## config.mk

```make
export PLATFORM = sky130hd
export DESIGN_NAME = cwf_frame_tx
export DESIGN_NICKNAME = d
export VERILOG_FILES = /design/src/hdl/cwf_fifo.v /design/src/hdl/cwf_frame_tx.v
export VERILOG_INCLUDE_DIRS = /design/src /design/src/hdl
export SDC_FILE = /design/constraint.sdc
export NUM_CORES = 1
export LEC_CHECK = 0
export BUFFER_PORTS_ARGS = -buffer_cell sky130_fd_sc_hd__buf_4
export CAP_MARGIN = 10
export CORE_ASPECT_RATIO = 1.2
export CORE_MARGIN = 4
export CORE_UTILIZATION = 35
export DETAILED_ROUTE_END_ITERATION = 10
export SYNTH_ARGS = -nofsm -noshare
export SYNTH_HDL_FRONTEND = slang
export SYNTH_HIERARCHICAL = 1
export SYNTH_SLANG_ARGS = --single-unit
export TNS_END_PERCENT = 20
```

## constraint.sdc

```tcl
create_clock -name ref_clk -period 4.8 [get_ports ref_clk]
set_clock_uncertainty 0.2 [all_clocks]
set_input_delay 0.24 -clock ref_clk [delete_from_list [all_inputs] [get_ports ref_clk]]
set_output_delay 0.24 -clock ref_clk [all_outputs]
set_load 0.02 [all_outputs]
```

## src/hdl/cwf_consts.vh

```
// Constants of the continuous weight frame transmitter.
// Assumes a 250 MHz reference clock; included by bare name.
`ifndef CWF_CONSTS_VH
`define CWF_CONSTS_VH

// ==================================================
// Frame and flow control characters
`define CWF_CHR_STX 8'h02
`define CWF_CHR_CR 8'h0d
`define CWF_CHR_SPACE 8'h20
`define CWF_CHR_ZERO 8'h30
`define CWF_CHR_XON 8'h11
`define CWF_CHR_XOFF 8'h13

// ==================================================
// Byte positions, counted from zero
`define CWF_POS_STX 5'h00
`define CWF_POS_FSB 5'h01
`define CWF_POS_SSB 5'h02
`define CWF_POS_TSB 5'h03
`define CWF_POS_WT0 5'h04
`define CWF_POS_WT5 5'h09
`define CWF_POS_TR0 5'h0a
`define CWF_POS_TR5 5'h0f
`define CWF_POS_CR 5'h10
`define CWF_POS_CHK 5'h11

// ==================================================
// Parity selections
`define CWF_PAR_NONE 2'h0
`define CWF_PAR_EVEN 2'h1
`define CWF_PAR_ODD 2'h2

// ==================================================
// Timing
`define CWF_CLK_KHZ 250000
`define CWF_TICK_MS 1
`define CWF_DEF_PERIOD_MS 8'h32
// Reference clock cycles in one millisecond
`define CWF_MS_CYCLES 18'h3d090

// ==================================================
// Baud divisors at 250 MHz, 300 up to 115200 baud
`define CWF_DIV_300 20'hcb735
`define CWF_DIV_600 20'h65b9b
`define CWF_DIV_1200 20'h32dcd
`define CWF_DIV_2400 20'h196e7
`define CWF_DIV_4800 20'h0cb73
`define CWF_DIV_9600 20'h065ba
`define CWF_DIV_19200 20'h032dd
`define CWF_DIV_38400 20'h0196e
`define CWF_DIV_57600 20'h010f4
`define CWF_DIV_115200 20'h0087a

`endif

```

## src/hdl/cwf_fifo.v

```verilog
// Byte FIFO between the frame builder and the output stage.
// Assumes one clock; read data is valid while out_valid is high.
`timescale 1ns/1ns
`default_nettype none

module cwf_fifo #(
  parameter WIDTH = 8,
  parameter DEPTH = 16,
  parameter AW = 4
) (
  // Clock and reset
  input wire ref_clk,
  input wire reset_n,
  // Fill side
  input wire in_valid,
  output wire in_ready,
  input wire [WIDTH-1:0] in_data,
  // Drain side
  output wire out_valid,
  input wire out_ready,
  output wire [WIDTH-1:0] out_data
);

  reg [WIDTH-1:0] mem_q [0:DEPTH-1];
  reg [AW:0] wr_q;
  reg [AW:0] rd_q;
  wire do_wr;
  wire do_rd;
  wire full;
  wire empty;

  // ==================================================
  // Flags
  // Extra pointer bit tells full from empty
  assign empty = (wr_q == rd_q);
  assign full = (wr_q[AW-1:0] == rd_q[AW-1:0]) && (wr_q[AW] != rd_q[AW]);
  assign in_ready = !full;
  assign out_valid = !empty;
  assign do_wr = in_valid && !full;
  assign do_rd = out_ready && !empty;
  assign out_data = mem_q[rd_q[AW-1:0]];

  // ==================================================
  // Storage
  always @(posedge ref_clk) begin
    if (do_wr) begin
      mem_q[wr_q[AW-1:0]] <= in_data;
    end
  end

  // ==================================================
  // Pointers
  always @(posedge ref_clk or negedge reset_n) begin
    if (!reset_n) begin
      wr_q <= {(AW+1){1'b0}};
      rd_q <= {(AW+1){1'b0}};
    end else begin
      if (do_wr) begin
        wr_q <= wr_q + 1'b1;
      end
      if (do_rd) begin
        rd_q <= rd_q + 1'b1;
      end
    end
  end

endmodule

`default_nettype wire

```

## src/hdl/cwf_frame_tx.v

```verilog
// Continuous weight frame transmitter.
// Assumes a UART bit engine that takes tx_byte on tx_valid and
// tx_ready, and hands received characters on rx_valid.
`timescale 1ns/1ns
`default_nettype none
`include "cwf_consts.vh"

module cwf_frame_tx #(
  parameter [17:0] MS_CYCLES = `CWF_MS_CYCLES
) (
  // Clock and reset
  input wire ref_clk,
  input wire reset_n,
  // Weight and tare, six BCD digits each, leading digit on top
  input wire [23:0] wt_digits,
  input wire [23:0] tare_digits,
  // Scale status
  input wire [2:0] dec_code,
  input wire [1:0] incr_code,
  input wire is_net,
  input wire is_negative,
  input wire out_of_range,
  input wire in_motion,
  input wire unit_kg,
  input wire zero_not_captured,
  input wire [2:0] unit_code,
  input wire print_pending,
  input wire expand_x10,
  // Configuration
  input wire cont_enable,
  input wire chk_enable,
  input wire [1:0] parity_sel,
  input wire [3:0] baud_sel,
  input wire [7:0] output_rate_setting,
  input wire [6:0] port_assign,
  // Received characters, for flow control
  input wire rx_valid,
  input wire [7:0] rx_byte,
  // Transmit character stream
  input wire tx_ready,
  output reg tx_valid,
  output reg [7:0] tx_byte,
  // Line format to the bit engine
  output reg [19:0] baud_div,
  output reg [1:0] parity_mode,
  output reg [6:0] port_enable,
  // Status
  output reg xoff_active,
  output reg frame_active
);

  localparam [1:0] ST_IDLE = 2'h0;
  localparam [1:0] ST_SEND = 2'h1;
  localparam [1:0] ST_DRAIN = 2'h2;

  reg [1:0] state_q;
  reg [1:0] state_d;
  reg [4:0] idx_q;
  reg [4:0] idx_d;
  reg [7:0] fsb_q;
  reg [7:0] ssb_q;
  reg [7:0] tsb_q;
  reg [23:0] wt_q;
  reg [23:0] tr_q;
  reg chk_q;
  reg [1:0] par_q;
  reg blank_q;
  reg [6:0] sum_q;
  reg [17:0] tick_q;
  reg [7:0] ms_q;
  reg [7:0] cur_byte;
  reg [3:0] cur_dig;
  reg [7:0] period_ms;
  reg [19:0] div_d;
  wire [7:0] fsb_d;
  wire [7:0] ssb_d;
  wire [7:0] tsb_d;
  wire [4:0] last_idx;
  wire is_digit;
  wire is_wt;
  wire group_end;
  wire [6:0] chk_low;
  wire due;
  wire start;
  wire push;
  wire f_in_ready;
  wire f_out_valid;
  wire [7:0] f_out_data;
  wire f_pop;

  // ==================================================
  // Status bytes
  assign fsb_d = {1'b0, 1'b1,
                  incr_code,
                  dec_code};
  assign ssb_d = {zero_not_captured,
                  1'b1,
                  unit_kg,
                  in_motion, out_of_range,
                  is_negative, is_net};
  assign tsb_d = {1'b0, 1'b1,
                  expand_x10, print_pending,
                  unit_code};

  // ==================================================
  // Frame pacing
  // Zero in the rate setting keeps the default period
  always @* begin
    if (output_rate_setting == 8'h00) begin
      period_ms = `CWF_DEF_PERIOD_MS;
    end else begin
      period_ms = output_rate_setting;
    end
  end

  // A slow line is still draining when the period ends, so
  // the next frame simply follows the last byte out.
  assign due = (ms_q >= period_ms);
  assign start = (state_q == ST_IDLE) && cont_enable && due;

  always @(posedge ref_clk or negedge reset_n) begin
    if (!reset_n) begin
      tick_q <= 18'h00000;
      ms_q <= 8'h00;
    end else if (start) begin
      tick_q <= 18'h00000;
      ms_q <= 8'h00;
    end else if (tick_q == MS_CYCLES - 18'h00001) begin
      tick_q <= 18'h00000;
      if (!due) begin
        ms_q <= ms_q + 8'h01;
      end
    end else begin
      tick_q <= tick_q + 18'h00001;
    end
  end

  // ==================================================
  // Byte generation
  assign last_idx = chk_q ? `CWF_POS_CHK : `CWF_POS_CR;
  assign is_wt = (idx_q >= `CWF_POS_WT0) && (idx_q <= `CWF_POS_WT5);
  assign is_digit = (idx_q >= `CWF_POS_WT0) && (idx_q <= `CWF_POS_TR5);
  assign group_end = (idx_q == `CWF_POS_WT5) || (idx_q == `CWF_POS_TR5);
  assign chk_low = 7'h00 - sum_q;

  always @* begin
    case (idx_q)
      `CWF_POS_WT0, `CWF_POS_TR0: cur_dig = is_wt ? wt_q[23:20] : tr_q[23:20];
      5'h05, 5'h0b: cur_dig = is_wt ? wt_q[19:16] : tr_q[19:16];
      5'h06, 5'h0c: cur_dig = is_wt ? wt_q[15:12] : tr_q[15:12];
      5'h07, 5'h0d: cur_dig = is_wt ? wt_q[11:8] : tr_q[11:8];
      5'h08, 5'h0e: cur_dig = is_wt ? wt_q[7:4] : tr_q[7:4];
      `CWF_POS_WT5, `CWF_POS_TR5: cur_dig = is_wt ? wt_q[3:0] : tr_q[3:0];
      default: cur_dig = 4'h0;
    endcase
  end

  // Fixed order, nothing but the checksum is optional
  always @* begin
    case (idx_q)
      `CWF_POS_STX: cur_byte = `CWF_CHR_STX;
      `CWF_POS_FSB: cur_byte = fsb_q;
      `CWF_POS_SSB: cur_byte = ssb_q;
      `CWF_POS_TSB: cur_byte = tsb_q;
      `CWF_POS_CR: cur_byte = `CWF_CHR_CR;
      `CWF_POS_CHK: begin
        case (par_q)
          `CWF_PAR_EVEN: cur_byte = {^chk_low, chk_low};
          `CWF_PAR_ODD: cur_byte = {~^chk_low, chk_low};
          default: cur_byte = {1'b0, chk_low};
        endcase
      end
      default: begin
        // Last digit of a group always shows, even when zero
        if (blank_q && cur_dig == 4'h0 && !group_end) begin
          cur_byte = `CWF_CHR_SPACE;
        end else begin
          cur_byte = `CWF_CHR_ZERO | {4'h0, cur_dig};
        end
      end
    endcase
  end

  // ==================================================
  // Frame sequencer
  assign push = (state_q == ST_SEND) && f_in_ready;

  always @* begin
    state_d = state_q;
    idx_d = idx_q;
    case (state_q)
      ST_IDLE: begin
        if (start) begin
          state_d = ST_SEND;
          idx_d = `CWF_POS_STX;
        end
      end
      ST_SEND: begin
        if (push) begin
          if (idx_q == last_idx) begin
            state_d = ST_DRAIN;
          end else begin
            idx_d = idx_q + 5'h01;
          end
        end
      end
      ST_DRAIN: begin
        // Wait until the whole frame has left the block
        if (!f_out_valid && !tx_valid) begin
          state_d = ST_IDLE;
        end
      end
      default: state_d = ST_IDLE;
    endcase
  end

  // Inputs are caught at frame start so a frame never mixes
  // two weighings.
  always @(posedge ref_clk or negedge reset_n) begin
    if (!reset_n) begin
      state_q <= ST_IDLE;
      idx_q <= 5'h00;
      fsb_q <= 8'h00;
      ssb_q <= 8'h00;
      tsb_q <= 8'h00;
      wt_q <= 24'h000000;
      tr_q <= 24'h000000;
      chk_q <= 1'b0;
      par_q <= 2'h0;
      blank_q <= 1'b1;
      sum_q <= 7'h00;
    end else begin
      state_q <= state_d;
      idx_q <= idx_d;
      if (start) begin
        fsb_q <= fsb_d;
        ssb_q <= ssb_d;
        tsb_q <= tsb_d;
        wt_q <= wt_digits;
        tr_q <= tare_digits;
        chk_q <= chk_enable;
        par_q <= parity_sel;
        sum_q <= 7'h00;
        blank_q <= 1'b1;
      end else if (push) begin
        sum_q <= sum_q + cur_byte[6:0];
        if (group_end) begin
          blank_q <= 1'b1;
        end else if (is_digit && cur_dig != 4'h0) begin
          blank_q <= 1'b0;
        end
      end
    end
  end

  // ==================================================
  // Byte buffer
  cwf_fifo #(
    .WIDTH(8),
    .DEPTH(16),
    .AW(4)
  ) u_fifo (
    .ref_clk(ref_clk),
    .reset_n(reset_n),
    .in_valid(state_q == ST_SEND),
    .in_ready(f_in_ready),
    .in_data(cur_byte),
    .out_valid(f_out_valid),
    .out_ready(f_pop),
    .out_data(f_out_data)
  );

  // ==================================================
  // Flow control and output stage
  // A byte already offered when XOFF lands may still go out;
  // the engine has usually started it anyway.
  assign f_pop = f_out_valid && !xoff_active
                 && (!tx_valid || tx_ready);

  always @(posedge ref_clk or negedge reset_n) begin
    if (!reset_n) begin
      xoff_active <= 1'b0;
      tx_valid <= 1'b0;
      tx_byte <= 8'h00;
    end else begin
      if (rx_valid && rx_byte == `CWF_CHR_XOFF) begin
        xoff_active <= 1'b1;
      end else if (rx_valid && rx_byte == `CWF_CHR_XON) begin
        xoff_active <= 1'b0;
      end
      if (f_pop) begin
        tx_valid <= 1'b1;
        tx_byte <= f_out_data;
      end else if (tx_ready) begin
        tx_valid <= 1'b0;
      end
    end
  end

  // ==================================================
  // Line format
  always @* begin
    case (baud_sel)
      4'h0: div_d = `CWF_DIV_300;
      4'h1: div_d = `CWF_DIV_600;
      4'h2: div_d = `CWF_DIV_1200;
      4'h3: div_d = `CWF_DIV_2400;
      4'h4: div_d = `CWF_DIV_4800;
      4'h5: div_d = `CWF_DIV_9600;
      4'h6: div_d = `CWF_DIV_19200;
      4'h7: div_d = `CWF_DIV_38400;
      4'h8: div_d = `CWF_DIV_57600;
      default: div_d = `CWF_DIV_115200;
    endcase
  end

  // Stop bits are always one, so only parity is passed on
  always @(posedge ref_clk or negedge reset_n) begin
    if (!reset_n) begin
      baud_div <= `CWF_DIV_9600;
      parity_mode <= `CWF_PAR_NONE;
      port_enable <= 7'h00;
      frame_active <= 1'b0;
    end else begin
      baud_div <= div_d;
      if (parity_sel == `CWF_PAR_EVEN || parity_sel == `CWF_PAR_ODD) begin
        parity_mode <= parity_sel;
      end else begin
        parity_mode <= `CWF_PAR_NONE;
      end
      port_enable <= cont_enable ? port_assign : 7'h00;
      frame_active <= (state_d != ST_IDLE);
    end
  end

endmodule

`default_nettype wire

```

# == Yosys cells after proc, flatten, opt, wreduce, memory -nomap -nowiden ==
# Memories as Yosys holds them, arrays and structs flattened. A register that Yosys moved wholly into a read port is not among the register bits.
# Index checks and enable logic that the tools add are counted.
# totals
ram_bits,128
in_bits,99
regBits,133
n_memories,2
rom_bits,320
# classes
reduce_logical,48
n_mux,40
n_lt_le_gt_ge,4
addsub,7
n_eq_ne,34
# memory_table
memory,words,width,rd,rd_ports_with_merged_regs,wr,line,source
(no name shown),16,20,1,1,0,cwf_frame_tx.v:303,case (baud_sel)
u_fifo.mem_q,16,8,1,1,1,cwf_fifo.v:24,reg [WIDTH-1:0] mem_q [0:DEPTH-1];
# op_table
cell,count
$pmux W8 S6,1
$eq A5 B4 Y1 const B,8
$mux W18,2
$mux W8,4
$mux W4,6
$pmux W4 S6,1
$mux W7,3
$eq A5 B3 Y1 const B,4
$mux W5,4
$add A18 B1 Y18 const B,1
$eq A18 B18 Y1 const B,1
$eq A8 B5 Y1 const B,2
$pmux W8 S2,1
$add A5 B1 Y5 const B,3
$logic_and A1 B1 Y1,15
$reduce_bool A2 Y1,6
$reduce_or A2 Y1,6
$mux W1,11
$eq A5 B2 Y1 const B,2
$eq A5 B5 Y1,2
$eq A5 B5 Y1 const B,2
$le A5 B4 Y1 const B,2
$mux W2,5
$pmux W5 S2,1
25 further kinds,40

# == Depth between registers and ports, before layout ==
# Gate-level depths: netlist of run 1.
# logic_depth
depth_word,12
ltp_mapped,18
depth_no_buf,17

# == Cells and area by module ==
# The synthesis of run 1 kept the hierarchy.
# modules_own_cells
module,area_each_um2,instances,seq_area_each_um2,cells_per_inst
cwf_frame_tx,7877.6,1,3741.1,748
cwf_fifo,5590.4,1,4093.9,278

# == Least setup slack after synthesis of run 1 ==
# No wires, ideal clock.
# synth_timing
path_kind,register to register
startpoint,register idx_q[0]
endpoint,register sum_q[5]
period_less_slack_ns,4.303
path_stages_with_launch,17
path_buffers,2
arrival_ns,4.025
path_slack_ns,0.497
cell_sequence,dfrtp_1 ha_1 o21bai_2 and2_1 buf_6 buf_6 a2111oi_0 a211oi_1 o21ai_0 ha_1 a21o_1 a21oi_1 o21bai_1 a21oi_1 xnor2_1 nand2_1 a21oi_1
# synth_between
elab_chain_cells,12
elab_cells_between_ends,44
# synth_rtl
element,line,source
start: declaration,cwf_frame_tx.v:58,reg [4:0] idx_q;
start signal: assignment,cwf_frame_tx.v:234,idx_q <= idx_d;
$ge A5 B3 Y1 (no line) / $le A5 B4 Y1 (equally long branches),--,
$logic_and A1 B1 Y1,cwf_frame_tx.v:141,assign is_wt = (idx_q >= `CWF_POS_WT0) && (idx_q <= `CWF_POS_WT5);
$mux W4 (tied with other cells),cwf_frame_tx.v:153,"`CWF_POS_WT5, `CWF_POS_TR5: cur_dig = is_wt ? wt_q[3:0] : tr_q[3:0];"
$pmux W4 S6,cwf_frame_tx.v:147,case (idx_q)
$logic_not A4 Y1,cwf_frame_tx.v:175,if (blank_q && cur_dig == 4'h0 && !group_end) begin
$logic_and A1 B1 Y1 (2 in a row),cwf_frame_tx.v:175,
$mux W5,cwf_frame_tx.v:175,
$pmux W8 S6 (*),cwf_frame_tx.v:160,case (idx_q)
named net cur_byte[1],cwf_frame_tx.v:71,reg [7:0] cur_byte;
$add A7 B7 Y7 (*),cwf_frame_tx.v:246,sum_q <= sum_q + cur_byte[6:0];
$mux W7 (*),cwf_frame_tx.v:245,end else if (push) begin
$mux W7 (*),cwf_frame_tx.v:235,if (start) begin
end signal: assignment,cwf_frame_tx.v:246,
end: declaration,cwf_frame_tx.v:68,reg [6:0] sum_q;
# The timed path passes the listed nets; every way through them passes the cells marked *. The select of a mux whose other input is x is not followed.
# A chain may end at the register's enable or synchronous reset.

# == Final worst setup path of run 1 ==
# layout_timing
startpoint,register idx_q[0]
endpoint,register sum_q[6]
# Same word-level chain as after synthesis.

==> out/metrics.yaml, run 1 <==
outcome:
  outcome: "finished, final reports clean"
yosys:
  ys_top_cells_by_area: "edfxtp_1, dfrtp_1, mux2_2"
  muxShareOfSynthArea_pct: 12.6
  yosysWarnings: 6
  ys.flop_type: "dfrtp_1"
  synthAdderAreaFrac_pct: 3.12
  synth_top_family_by_area: "multiplexers"
  synth_cell_type_count: 83
  synth_nets: 1158
  synthSimpleGateAreaFrac_pct: 10.6
  async_flop_share_pct: 55.4
  synth_top_area_share_pct: 28.5
  synth.most_common_cell: "dfrtp_1"
  syn_area_per_cell_um2: 13.1
  synth_area_um2: 13500
  synth_area_leader_cell: "edfxtp_1"
  postSynthCellCount: 1026
  ys_ff_latch: 287
  synth_compound_area_share_pct: 8.88
  yosys.area_share.xor_xnor_pct: 3.25
  synth_common_cells: "dfrtp_1, edfxtp_1, mux2_2"
  synth_edf_count: 128
  seq_area_frac_synth_pct: 58.2
global_routing:
  grt_pass1_vias: 9516
  grt-ovfl-total: 0
  grt_max_degree: 102
  antenna_found_initial: 0
  grt_first_pass_wirelength_mm: 51.4
  grt_usage_pct: 15.0
power:
  irDropWorstVdd_uv: 347
  fin_total_pwr_mw: 8.41
  powerDensity_nw_per_um2: 494
  pwr-share-clk_pct: 28.5
  sequentialPowerShare_pct: 39.2
  power_frac_comb_pct: 32.2
  power_switching_mw: 2.76
  sw_frac_of_total_pct: 32.8
  p_leak_nw: 7.03
  p_int_mw: 5.65
timing:
  final-max-slew-violation-count: 0
  rsz0062_at_grt: "false"
  relSlewSlack_pct: 30.4
  timing.final.crit_period_ns: 4.29
  tightest_slew_ns: 1.04
  final.setup.worst_slack_ns: 0.511
  setup_tns_ns: 0
  setup_violations: 0
  hold_violations: 0
  max_freq_ghz: 0.233
  fin_crit_sh_pct: 89.4
cells_and_area:
  num_antenna_cells: 0
  post-route-util_pct: 45.0
  areaGrowthSynthToFinish_pct: 26.4
  finalNetCount: 1396
  n_fill_cell: 3402
  seq_area_um2: 7840
  drive_above_1_share_pct: 27.3
  multi_input_area_um2: 5220
worst_hold_path:
  worstHoldEndpoint: "ms_q[0]$_DFFE_PN0P_"
  min-delay-start: "output_rate_setting[7]"
  whs_path_depth: 6
  hp-class: "in -> reg"
worst_setup_path:
  worstSetupStartpointType: "flop"
  crit_path_max_fanout: 11
  r2r_end: "sum_q[6]$_DFFE_PN0P_"
  required_ns: 5.04
  cp-end-kind: "flop"
  path_class: "reg -> reg"
  cp-startpoint: "idx_q[0]$_DFFE_PN0P_"
  rr_worst_depth: 17
  cp_data_arrival_time_ns: 4.53
  rrSetupSlack_ns: 0.51
  r2r_start: "idx_q[0]$_DFFE_PN0P_"
die:
  die_height_um: 223
  die_w_um: 187
  core-area_um2: 37900
  start_util_pct: 35.6
  die_area_um2: 41700
  io_pins: 139
  fp-row-count: 78
detailed_routing:
  wire_per_inst_um: 17.8
  drt-total-wl_mm: 31.5
  drt_pass1_iterations: 4
  viasPerCell: 5.07
  drc: 0
  drt_iter0_markers: 409
  final_antenna_net_count: 0
  vias: 8956
placement:
  io_buffers: 138
  dp_hpwl_mm: 21.4
  gp_congestion: 0.841
  pre_cts_ws_ns: 0.562
clock_network:
  htree_levels: 1
  post_cts_resize_count: 0
  clockBufferDepth: 3
  clk_latency_ns: 0.56
  cts_tree: "done"
  cts_sinks: 287
  worst_setup_hold_path_clk_slew_ns: 0.06
  cts-root-buf: "clkbuf_16"
  cts-buffers-inserted: 30
run:
  maxCapViolations: 0
==> how the worst max path moves through the flow <==
stage	slack, ns	depth (start not counted)	to
2_1_floorplan	0.50	16	sum_q[5]$_DFFE_PN0P_
3_3_place_gp	0.65	16	sum_q[6]$_DFFE_PN0P_
3_5_place_dp	0.56	17	sum_q[6]$_DFFE_PN0P_
4_1_cts	0.52	17	sum_q[6]$_DFFE_PN0P_
5_1_grt	0.21	17	sum_q[6]$_DFFE_PN0P_
6_report	0.51	17	sum_q[6]$_DFFE_PN0P_
==> repair_timing <==
action,CTS,global route
setup buffers,0,0
endpoints found under the setup margin,0,0
hold buffers,94,0
hold endpoints to repair,203,0
==> critical path: stages, from the launching register on <==
cell	delay, ns
dfrtp_1	0.52
inv_1	0.11
ha_1	0.36
mux2i_1	0.24
nand2b_1	0.25
o22ai_1	0.11
nand3b_1	0.17
a221oi_1	0.44
o21ai_0	0.21
ha_1	0.26
fa_1	0.40
a21oi_1	0.15
nor2_1	0.05
nor2_1	0.14
o21ai_0	0.14
xnor2_1	0.15
o211ai_1	0.18
o31ai_1	0.09
==> flip-flops by register name, summed over array words and instances, names as in the netlist, 2 cells and up <==
| signal | cells |
|---|---|
| idx_q | 5 |
| u_fifo/wr_q | 5 |
| baud_div | 20 |
| ms_q | 8 |
| parity_mode | 2 |
| tick_q | 18 |
| port_enable | 7 |
| ssb_q | 7 |
| par_q | 2 |
| tx_byte | 8 |
| state_q | 2 |
| tr_q | 24 |
| tsb_q | 5 |
| u_fifo/rd_q | 5 |
| fsb_q | 5 |
| wt_q | 24 |
| u_fifo/mem_q | 128 |
| sum_q | 7 |
==> routing by layer <==
metal | global-route usage [%] | part of all wire [%] | vias up
li1 | - | - | 4277
met3 | 2.24 | 3.9 | 43
met2 | 27.7 | 53 | 172
met5 | 0 | 0 | -
met1 | 18.4 | 42 | 4464
met4 | 3.65 | 1.8 | 0
==> metrics by stage <==
stage | cell area, um2 | instances | hold slack [ns]
finish | 17000 | 1768 | 0.151
global route | 17000 | 1768 | 0.193
CTS | 17000 | 1768 | 0.127
detailed placement | 15000 | 1618 | 0.244
global placement | 15000 | 1618 | 0.238
floorplan | 13500 | 1026 | -0.256
==> placed cells by master, fill, tap and decap left out, drive strengths merged, types with 18 or more instances in the layout <==
master	count
a21oi	37
a22oi	26
buf	166
clkbuf	42
dfrtp	149
dlygate4sd3	94
edfxtp	128
ha	32
inv	33
mux2	76
mux4	32
nand2	64
nand2b	21
nand3	23
nor2	70
nor3	21
o21ai	40
xnor2	32
xor2	18
==> logic make-up (layout without fill, tap and decap cells) <==
group / Yosys count / after routing
flip-flops: 287 / 287
AND/OR/NAND/NOR: 279 / 279
AO/OA/AOI/OAI: 174 / 174
multiplexers: 116 / 116
buffers and inverters: 87 / 349
XOR/XNOR: 50 / 50
adder cells (fa/ha/maj): 33 / 33
==> layout make-up <==
class                   count  share of cell area, %
clock buffers              42                   5.31
clock inverters            14                  0.808
inverters                  33                  0.728
multi-input cells         652                   30.6
flip-flops and latches    287                   46.0
well taps                 480                   3.53
repair buffers            260                   12.9
==> power groups by stage <==
stage | logic (mW) | clock network (mW) | registers, mW
final | 2.71 | 2.40 | 3.30
after global routing | 2.99 | 2.57 | 3.34
after CTS | 2.75 | 2.47 | 3.30
after detailed placement | 2.67 | 0 | 3.35
after global placement | 2.64 | 0 | 3.34
after floorplan | 1.99 | 0 | 3.28
No activity file was read; power rests on OpenSTA's default activity.
==> run 2: changes to the inputs <==
--- a/config.mk
+++ b/config.mk
@@ -12,6 +12,7 @@
 export CORE_MARGIN = 4
 export CORE_UTILIZATION = 35
 export DETAILED_ROUTE_END_ITERATION = 10
+export PLACE_DENSITY = 0.59
 export SYNTH_ARGS = -nofsm -noshare
 export SYNTH_HDL_FRONTEND = slang
 export SYNTH_HIERARCHICAL = 1
==> out/metrics.yaml, run 2 (synthesis results as in run 1) <==
clock_network:
  worst_setup_hold_path_clk_slew_ns: 0.07
  clockBufferDepth: 3
  clk_latency_ns: 0.58
  cts-buffers-inserted: 30
  cts_tree: "done"
  cts_sinks: 287
  htree_levels: 1
  post_cts_resize_count: 0
  cts-root-buf: "clkbuf_16"
global_routing:
  grt_usage_pct: 15.1
  antenna_found_initial: 0
  grt_first_pass_wirelength_mm: 51.7
  grt_pass1_vias: 9566
  grt-ovfl-total: 0
  grt_max_degree: 78
power:
  power_switching_mw: 2.80
  powerDensity_nw_per_um2: 492
  sequentialPowerShare_pct: 39.5
  p_int_mw: 5.56
  p_leak_nw: 7.04
  sw_frac_of_total_pct: 33.5
  irDropWorstVdd_uv: 351
  power_frac_comb_pct: 33.1
  pwr-share-clk_pct: 27.4
die:
  fp-row-count: 78
  core-area_um2: 37900
  die_height_um: 223
  die_area_um2: 41700
  io_pins: 139
  die_w_um: 187
  start_util_pct: 35.6
worst_setup_path:
  r2r_start: "idx_q[0]$_DFFE_PN0P_"
  worstSetupStartpointType: "flop"
  cp-startpoint: "idx_q[0]$_DFFE_PN0P_"
  path_class: "reg -> reg"
  path_cells: "inv_1, ha_1, mux2i_1, and3b_1, a221oi_1, o211ai_1, a211oi_1, o21ai_1, buf_4, fa_1, a21oi_1, nor2_1, nor2_1, o21ai_0, xnor2_1, o211ai_1, o31ai_1"
  cp-end-kind: "flop"
  rrSetupSlack_ns: 0.52
  cp_data_arrival_time_ns: 4.54
  crit_path_max_fanout: 15
  cp_slowest_stage_delay_ns: 0.50
  crit_family: "compound AO/OA/AOI/OAI gates"
  r2r_end: "sum_q[6]$_DFFE_PN0P_"
  required_ns: 5.06
  path_buf_inv: 2
  critPathSlowestCell: "dfrtp_1"
  rr_worst_depth: 17
cells_and_area:
  areaGrowthSynthToFinish_pct: 26.1
  seq_area_um2: 7840
  multi_input_area_um2: 5200
  num_antenna_cells: 0
  finalNetCount: 1403
  final_common_cell: "buf_4"
  largest_register_ffs: 128
  drive_above_1_share_pct: 27.3
  layout_common_cells: "buf_4, dfrtp_1, edfxtp_1"
  post-route-util_pct: 44.8
  n_fill_cell: 3423
placement:
  io_buffers: 138
  gp_congestion: 0.873
  dp_hpwl_mm: 21.5
timing:
  setup_tns_ns: 0
  final-max-slew-violation-count: 0
  fin_crit_sh_pct: 89.1
  max_freq_ghz: 0.234
  rsz0062_at_grt: "false"
  setup_violations: 0
  relSlewSlack_pct: 39.1
  tightest_slew_ns: 0.909
  timing.final.crit_period_ns: 4.28
  hold_violations: 0
detailed_routing:
  vias: 9046
  drt_iter0_markers: 492
  drt_pass1_iterations: 4
  drc: 0
  drt-total-wl_mm: 31.8
  final_antenna_net_count: 0
  viasPerCell: 5.10
  wire_per_inst_um: 17.9
run:
  maxCapViolations: 0
outcome:
  outcome: "finished, final reports clean"
worst_hold_path:
  hp-class: "in -> async"
-- run 2: worst max path at each step --
stage | to | cells past startpoint
after floorplan | sum_q[5]$_DFFE_PN0P_ | 16
after detailed placement | sum_q[5]$_DFFE_PN0P_ | 15
after CTS | sum_q[5]$_DFFE_PN0P_ | 15
final | sum_q[6]$_DFFE_PN0P_ | 17
after global placement | sum_q[5]$_DFFE_PN0P_ | 15
after global routing | sum_q[6]$_DFFE_PN0P_ | 17
-- run 2: per-layer routing --
metal  vias to the layer above  track usage, %  routed length, um
met5                         -               0                  0
met2                       170            27.6              16900
met3                        51            2.19               1140
met1                      4521            18.6              13000
met4                         0            4.22                754
li1                       4304               -                  -
-- run 2: power by group through the flow --
| stage | Clock (mW) | Sequential (mW) | Combinational, mW |
|---|---|---|---|
| floorplan | 0 | 3.28 | 1.99 |
| global placement | 0 | 3.34 | 2.68 |
| detailed placement | 0 | 3.35 | 2.72 |
| CTS | 2.37 | 3.30 | 2.79 |
| global route | 2.48 | 3.34 | 3.06 |
| finish | 2.29 | 3.30 | 2.77 |
-- run 2: worst register-to-register path, cell delays in order, from the launching register on --
cell and delay (ns):
dfrtp_1 0.50, inv_1 0.11, ha_1 0.32, mux2i_1 0.24, and3b_1 0.20, a221oi_1 0.26
o211ai_1 0.16, a211oi_1 0.37, o21ai_1 0.20, buf_4 0.24, fa_1 0.44, a21oi_1 0.15
nor2_1 0.06, nor2_1 0.15, o21ai_0 0.13, xnor2_1 0.15, o211ai_1 0.18, o31ai_1 0.10
-- run 2: per-stage QoR --
step | hold WS, ns | worst slack [ns] | power (mW) | cells | area (um2)
global placement | 0.122 | 0.315 | 6.02 | 1625 | 15100
finish | 0.0787 | 0.521 | 8.35 | 1775 | 17000
CTS | 0.0713 | 0.136 | 8.46 | 1774 | 17000
detailed placement | 0.122 | 0.157 | 6.07 | 1625 | 15100
global route | 0.134 | 0.106 | 8.88 | 1775 | 17000
floorplan | -0.256 | 0.497 | 5.27 | 1026 | 13500
-- run 2: cell type report --
cell class / count / area share, %
Clock inverter: 16 / 0.862
Tap cell: 480 / 3.54
Inverter: 33 / 0.730
Timing Repair Buffer: 267 / 13.2
Sequential cell: 287 / 46.2
Clock buffer: 40 / 4.90
Multi-Input combinational cell: 652 / 30.6
-- run 2: timing repair --
action | 4_1_cts | 5_1_grt
endpoints found under the hold margin | 173 | 0
buffers inserted | 0 | 0
hold buffers | 93 | 0
